===== src/rtl/bank_translator_regs.svh =====
`ifndef BANK_TRANSLATOR_REGS_SVH
`define BANK_TRANSLATOR_REGS_SVH

// I/O port indices of the translation registers
`define BOUNDARY_BASE_ONE_IDX   8'h00
`define PHYS_BASE_ONE_IDX       8'h01
`define BOUNDARY_BASE_TWO_IDX   8'h02
`define PHYS_BASE_TWO_IDX       8'h03
`define BOUNDARY_BASE_THREE_IDX 8'h04
`define PHYS_BASE_THREE_IDX     8'h05
`define BOUNDARY_BASE_FOUR_IDX  8'h06
`define PHYS_BASE_FOUR_IDX      8'h07

// Field positions in a boundary/base register
`define BASE_LOW_MSB            7
`define BASE_LOW_LSB            6
`define BOUNDARY_MSB            5
`define BOUNDARY_LSB            0

// Reset and fixed values
`define BOUNDARY_RESET          6'h3f
`define BASE_RESET              10'h000
`define REGION0_BOUNDARY        6'h00
`define REGION0_PHYS_BASE       10'h000
`define BASE_FOUR_LOW_FIXED     2'h0
`define PHYS_BASE_FOUR_FIXED    8'hf0

`endif


===== src/rtl/bank_translator_pkg.sv =====
package bank_translator_pkg;
  typedef logic [5:0] boundary_t;
  typedef logic [9:0] phys_base_t;
  typedef enum logic [0:0] {
    SPACE_MEM = 1'b0,
    SPACE_IO  = 1'b1
  } space_t;
endpackage


===== src/rtl/bank_address_translator.sv =====
`timescale 1ns/100ps
`default_nettype none
`include "bank_translator_regs.svh"

module bank_address_translator (
  input  wire logic                          ref_clk_i,
  input  wire logic                          reset_n_i,
  input  wire logic [15:0]                   logical_addr_in_i,
  input  wire bank_translator_pkg::space_t   space_i,
  input  wire logic                          io_wr_i,
  input  wire logic                          io_rd_i,
  input  wire logic [7:0]                    io_wdata_i,
  output logic      [19:0]                   phys_addr_o,
  output logic      [7:0]                    io_rdata_o,
  output logic                               io_hit_o
);

  // ==========================================================
  // Reset release
  logic rst_meta_q;
  logic rst_sync_q;

  always_ff @(posedge ref_clk_i or negedge reset_n_i) begin
    if (!reset_n_i) begin
      rst_meta_q <= 1'b0;
      rst_sync_q <= 1'b0;
    end else begin
      rst_meta_q <= 1'b1;
      rst_sync_q <= rst_meta_q;
    end
  end

  // ==========================================================
  // Port decode
  logic       io_cycle;
  logic [7:0] io_port;
  logic [7:0] port_sel;
  logic [7:0] port_wr;
  logic       hit_d;

  assign io_cycle = (space_i == bank_translator_pkg::SPACE_IO);
  assign io_port  = logical_addr_in_i[7:0];

  genvar p;
  generate
    for (p = 0; p < 8; p++) begin : g_port
      // One select per translation port
      assign port_sel[p] = io_cycle && (io_port == 8'(p));

      // Write strobe lands at this edge
      assign port_wr[p] = port_sel[p] && io_wr_i;
    end
  endgenerate

  assign hit_d = |port_sel;

  // ==========================================================
  // Region boundaries and bases
  bank_translator_pkg::boundary_t  bound   [0:4];
  bank_translator_pkg::phys_base_t base    [0:4];
  logic [7:0]                      bb_word [1:4];
  logic [7:0]                      br_word [1:4];

  // Region zero has no register
  assign bound[0] = `REGION0_BOUNDARY;
  assign base[0]  = `REGION0_PHYS_BASE;

  genvar g;
  generate
    for (g = 1; g <= 4; g++) begin : g_region
      logic                           bb_wr;
      logic                           br_wr;
      bank_translator_pkg::boundary_t bound_q;
      logic [1:0]                     base_lo_q;
      logic [7:0]                     base_hi_q;

      assign bb_wr = port_wr[2 * g - 2];
      assign br_wr = port_wr[2 * g - 1];

      // Boundary, low six bits of the combined register
      always_ff @(posedge ref_clk_i or negedge rst_sync_q) begin
        if (!rst_sync_q) begin
          bound_q <= `BOUNDARY_RESET;
        end else if (bb_wr) begin
          bound_q <= io_wdata_i[`BOUNDARY_MSB:`BOUNDARY_LSB];
        end
      end

      if (g == 4) begin : g_fixed
        // Fourth base ignores every write
        assign base_lo_q = `BASE_FOUR_LOW_FIXED;
        assign base_hi_q = `PHYS_BASE_FOUR_FIXED;
      end else begin : g_rw
        // Base low bits, top of the combined register
        always_ff @(posedge ref_clk_i or negedge rst_sync_q) begin
          if (!rst_sync_q) begin
            base_lo_q <= 2'(`BASE_RESET);
          end else if (bb_wr) begin
            base_lo_q <= io_wdata_i[`BASE_LOW_MSB:`BASE_LOW_LSB];
          end
        end

        // Base high bits, whole base register
        always_ff @(posedge ref_clk_i or negedge rst_sync_q) begin
          if (!rst_sync_q) begin
            base_hi_q <= 8'(`BASE_RESET >> 2);
          end else if (br_wr) begin
            base_hi_q <= io_wdata_i;
          end
        end
      end

      assign bound[g]   = bound_q;
      assign base[g]    = {base_hi_q, base_lo_q};
      assign bb_word[g] = {base_lo_q, bound_q};
      assign br_word[g] = base_hi_q;
    end
  endgenerate

  // ==========================================================
  // Region selection
  logic [4:1] above;
  logic [2:0] region;
  logic [5:0] upper;

  assign upper = logical_addr_in_i[15:10];

  generate
    for (g = 1; g <= 4; g++) begin : g_cmp
      // Region g starts one page above its boundary
      assign above[g] = (upper > bound[g]);
    end
  endgenerate

  // Highest region above its boundary wins
  always_comb begin
    region = 3'h0;
    for (int i = 1; i <= 4; i++) begin
      if (above[i]) begin
        region = 3'(i);
      end
    end
  end

  // ==========================================================
  // Physical address
  logic [9:0]  sel_base;
  logic [9:0]  page_sum;
  logic [19:0] mem_addr;

  assign sel_base = base[region];

  // Ten-bit sum wraps
  assign page_sum = sel_base + {4'h0, upper};
  assign mem_addr = {page_sum, logical_addr_in_i[9:0]};

  // Registers update at the write edge, so the next cycle sees them
  always_comb begin
    if (io_cycle) begin
      phys_addr_o = {4'h0, logical_addr_in_i};
    end else begin
      phys_addr_o = mem_addr;
    end
  end

  // ==========================================================
  // Register read-back
  logic [7:0] rdata_d;

  always_comb begin
    unique case (io_port)
      `BOUNDARY_BASE_ONE_IDX: begin
        rdata_d = bb_word[1];
      end
      `PHYS_BASE_ONE_IDX: begin
        rdata_d = br_word[1];
      end
      `BOUNDARY_BASE_TWO_IDX: begin
        rdata_d = bb_word[2];
      end
      `PHYS_BASE_TWO_IDX: begin
        rdata_d = br_word[2];
      end
      `BOUNDARY_BASE_THREE_IDX: begin
        rdata_d = bb_word[3];
      end
      `PHYS_BASE_THREE_IDX: begin
        rdata_d = br_word[3];
      end
      `BOUNDARY_BASE_FOUR_IDX: begin
        rdata_d = bb_word[4];
      end
      `PHYS_BASE_FOUR_IDX: begin
        rdata_d = br_word[4];
      end
      default: begin
        rdata_d = 8'h00;
      end
    endcase
    // Memory cycles never return register data
    if (!io_cycle) begin
      rdata_d = 8'h00;
    end
  end

  always_ff @(posedge ref_clk_i or negedge rst_sync_q) begin
    if (!rst_sync_q) begin
      io_rdata_o <= 8'h00;
    end else if (io_rd_i) begin
      io_rdata_o <= rdata_d;
    end
  end

  // ==========================================================
  // Port hit
  assign io_hit_o = hit_d && (io_rd_i || io_wr_i);

endmodule

`default_nettype wire


===== config.mk =====
export PLATFORM = sky130hd
export DESIGN_NAME = bank_address_translator
export DESIGN_NICKNAME = d
export VERILOG_FILES = /design/src/rtl/bank_translator_pkg.sv /design/src/rtl/bank_address_translator.sv
export VERILOG_INCLUDE_DIRS = /design/src /design/src/rtl
export SDC_FILE = /design/constraint.sdc
export NUM_CORES = 1
export LEC_CHECK = 0
export BUFFER_PORTS_ARGS = -buffer_cell sky130_fd_sc_hd__clkbuf_2
export CORE_UTILIZATION = 41
export DETAILED_ROUTE_END_ITERATION = 7
export SKIP_CTS_REPAIR_TIMING = 1
export SLEW_MARGIN = 5
export SYNTH_ARGS = -nofsm -noshare
export SYNTH_HDL_FRONTEND = slang
export SYNTH_SLANG_ARGS = --single-unit
export TNS_END_PERCENT = 30

===== constraint.sdc =====
create_clock -name ref_clk_i -period 7.33 [get_ports ref_clk_i]
set_input_delay 1.0995 -clock ref_clk_i [delete_from_list [all_inputs] [get_ports ref_clk_i]]
set_output_delay 1.0995 -clock ref_clk_i [all_outputs]
set_load 0.03 [all_outputs]

==> run_results.csv <==
group,metric,value,unit
place,placed_cells,587,
floorplanning,core_area,9820,um2
drt,drt_wl_total,11900,um
synth,synthMuxAreaShare,0.109,
cts,clockBufferDepth,2,
global_routing,gr-total-overflow,0,
global_routing,grt_pass1_wl,18600,um
sta,hold_viol_final,0,
sta,tightest_slew,0.815,ns
sta,tns,0,ns
place,placed_area,4460,um2
sta,fin_crit,6.17,ns
sta,grt_setup_unrepaired,"no",
cts,cts_root_buffer,"clkbuf_8",
floorplanning,die_y,103,um
synth,synth_compound_gate_area_share,0.189,
finish,instances_no_fill,603,
sta,clock.fmax,162,MHz
sta,final-max-slew-violation-count,0,
global_routing,antenna_found_initial,0,
cts,cts.clk_slew.worst_paths,0.07,ns
global_routing,grt_max_degree,63,
drt,drt_iter0_drc,330,
synth,synthesis.instances,425,
place,place_congestion,1.02,
sta,whs,0.358,ns
finish,diodes,0,
drt,antenna_left,0,
drt,drcViolationCount,0,
floorplanning,start_util,0.425,
cts,clock_latency,0.34,ns
cts,cts_made_buffers,9,
synth,ys_ff_latch,64,
outcome,status,"finished, final reports clean",
drt,vias_per_cell,5.76,
sta,slew_headroom,0.451,
synth,synthSimpleGateAreaFrac,0.133,
sta,setup_viol,0,
synth,netlist-cell-type-count,60,
run,drv_cap,0,
place,dp.final_hpwl,8670,um
critical_path,crit_fanout,6,
pwr,power_per_cell_area,175,nW/um2
synth,synth-edff-count,0,
global_routing,grt_pass1_vias,3315,
drt,drt_pre_antenna_iters,5,
synth,synth_top_family_by_area,"compound AO/OA/AOI/OAI gates",
pwr,power.leakage,2.28,nW
drt,vias,3471,
finish,area_growth,12.0,%
critical_path,critPathCaptureType,"output pin",
synth,synthArstFlopShare,1.00,
floorplanning,rows,36,
critical_path,critical_path_required,6.23,ns
cts,cts_max_level,3,
critical_path,crit_type,"in -> out",
finish,final_cell_area,4670,um2
sta,finClkSkew,0.00626,ns
synth,yosysWarnings,0,
global_routing,grt_usage,0.243,
cts,cts_tree,"done",
synth,syn_area,4170,um2
drt,routedWlPerCell,19.7,um
pwr,ir_drop,0.106,mV
critical_path,critPathArrivalTime,5.07,ns
synth,synthAdderAreaFrac,0.0948,
synth,synth_area_per_cell,9.82,um2
place,place_ws,1.19,ns
floorplanning,die_area,10600,um2
floorplanning,io_pins,58,
sta,worst_slack,1.16,ns
place,port_buffers,53,
floorplanning,die_x,103,um
hold_path,hold_path_class,"reg -> reg",
critical_path,crit_path_start_kind,"primary input",
cts,cts.sink_count,64,
sta,fin_crit_sh,0.842,
synth,synth.net_count,485,
synth,synth_xor_area_frac,0.0126,
synth,seq_area_frac_synth,0.391,
finish,num-nets-final,525,
synth,synthFlopType,"dfrtp_1",
finish,drive_above_1_share,0.317,
-- final timing paths --
path | from | endpoint | slack, ns | depth (start not counted)
min in group asynchronous | rst_sync_q | io_rdata_o[0] | 0.43 | 1
worst min register to register | rst_meta_q | rst_sync_q | 0.36 | 0
worst max register to register | g_region[2].base_lo_q[0] | io_rdata_o[6] | 6.10 | 6
max in group asynchronous | rst_sync_q | g_region[2].base_hi_q[4] | 6.39 | 1
worst min-delay path | rst_meta_q | rst_sync_q | 0.36 | 0
worst max-delay path | logical_addr_in_i[14] | phys_addr_o[19] | 1.16 | 17
-- placed cells by master, fill, tap and decap left out, types with 3 or more instances in the layout --
master	netlist	final
a21o_1	6	6
a21oi_1	14	14
a222oi_1	6	6
a22oi_1	12	12
a311oi_1	4	4
a31oi_1	3	3
and3_1	10	10
clkbuf_2	0	53
clkbuf_8	0	11
dfrtp_1	40	39
dfstp_2	24	24
ha_1	30	30
inv_1	38	38
mux2_2	35	35
mux2i_1	6	6
nand2_1	49	49
nand2b_1	4	4
nand3_1	6	6
nand4_1	5	5
nor2_1	11	11
nor2_2	4	4
nor2b_1	3	3
o21ai_0	37	37
o22ai_1	8	8
xnor2_1	4	4
-- cell families (layout without fill, tap and decap cells) --
kind of cell,after synthesis,count (layout)
AOI/OAI and AO/OA,115,115
xor gates and xnor gates,6,6
adders and majority gates,31,31
buffers and inverters,63,108
DFF,64,64
muxes,41,41
other,1,1
and+or+nand+nor,104,104
-- critical path, cell delays in order --
cell and delay, ns:
clkbuf_2 0.15, ha_1 0.35, a21oi_1 0.12, a21boi_0 0.12
o32a_1 0.45, a21oi_2 0.55, mux2i_1 0.34, o21ai_0 0.12
ha_1 0.31, a21o_1 0.17, a21oi_1 0.24, o21ai_0 0.11
a21oi_1 0.17, a211oi_2 0.08, a311oi_1 0.29, a41o_1 0.17
clkbuf_2 0.22
-- metal layers --
metal  track usage  vias to the layer above  routed length (um)
met4         0.106                        0                 410
met1         0.323                     1683                5080
met3        0.0346                       30                 789
li1              -                     1614                   -
met5             0                        -                   0
met2         0.394                      144                5610
-- Yosys cell counts (2+ instances only) --
library cell,instances,area share
xnor2_1,4,0.0084
buf_2,7,0.0084
nand4_1,5,0.0075
o21ai_0,37,0.044
nor2b_1,3,0.0045
nand2_1,49,0.044
mux2i_1,6,0.014
nor4_4,2,0.010
nor2_2,4,0.0060
a21o_1,6,0.011
buf_1,2,0.0018
buf_4,12,0.022
o21bai_1,2,0.0036
ha_1,30,0.090
nor2_1,11,0.0099
nand2b_1,4,0.0060
dfrtp_1,40,0.24
a21oi_1,14,0.017
a311oi_1,4,0.0084
a221oi_1,2,0.0042
inv_1,38,0.034
a222oi_1,6,0.014
xor2_1,2,0.0042
and3_1,10,0.015
a22oi_1,12,0.022
a31oi_1,3,0.0045
nand3_2,2,0.0048
o22ai_1,8,0.012
mux2_2,35,0.094
nand3_1,6,0.0072
or2_2,2,0.0030
dfstp_2,24,0.15
o21a_1,2,0.0036
o21ai_1,2,0.0024
clkbuf_1,4,0.0036
-- stage by stage --
stage / total power, W / util
finish: 0.000815 / 0.476
global route: 0.000849 / 0.476
CTS: 0.000821 / 0.476
detailed placement: 0.000506 / 0.455
global placement: 0.000504 / 0.455
floorplan: 0.000467 / -
-- power by group --
group	total (W)	internal, W	switching, W
registers	0.000377	0.000369	0.00000798
clock network	0.000314	0.000174	0.000140
logic	0.000124	0.0000410	0.0000830
-- registers in the layout, summed over array words and instances (netlist names) --
signal / cells
rst_meta_q: 1
g_region.bound_q: 24
g_region.base_hi_q: 24
rst_sync_q: 1
g_region.base_lo_q: 6
io_rdata_o: 8
-- final cells by class --
type	instances	area, um2
fill	979	5150
multi-input combinational	298	2250
sequential	64	1630
timing repair buffer	54	273
tap	133	166
clock buffer	11	151
inverter	38	143
clock inverter	5	55.1
(Power assumes the default switching activity.)
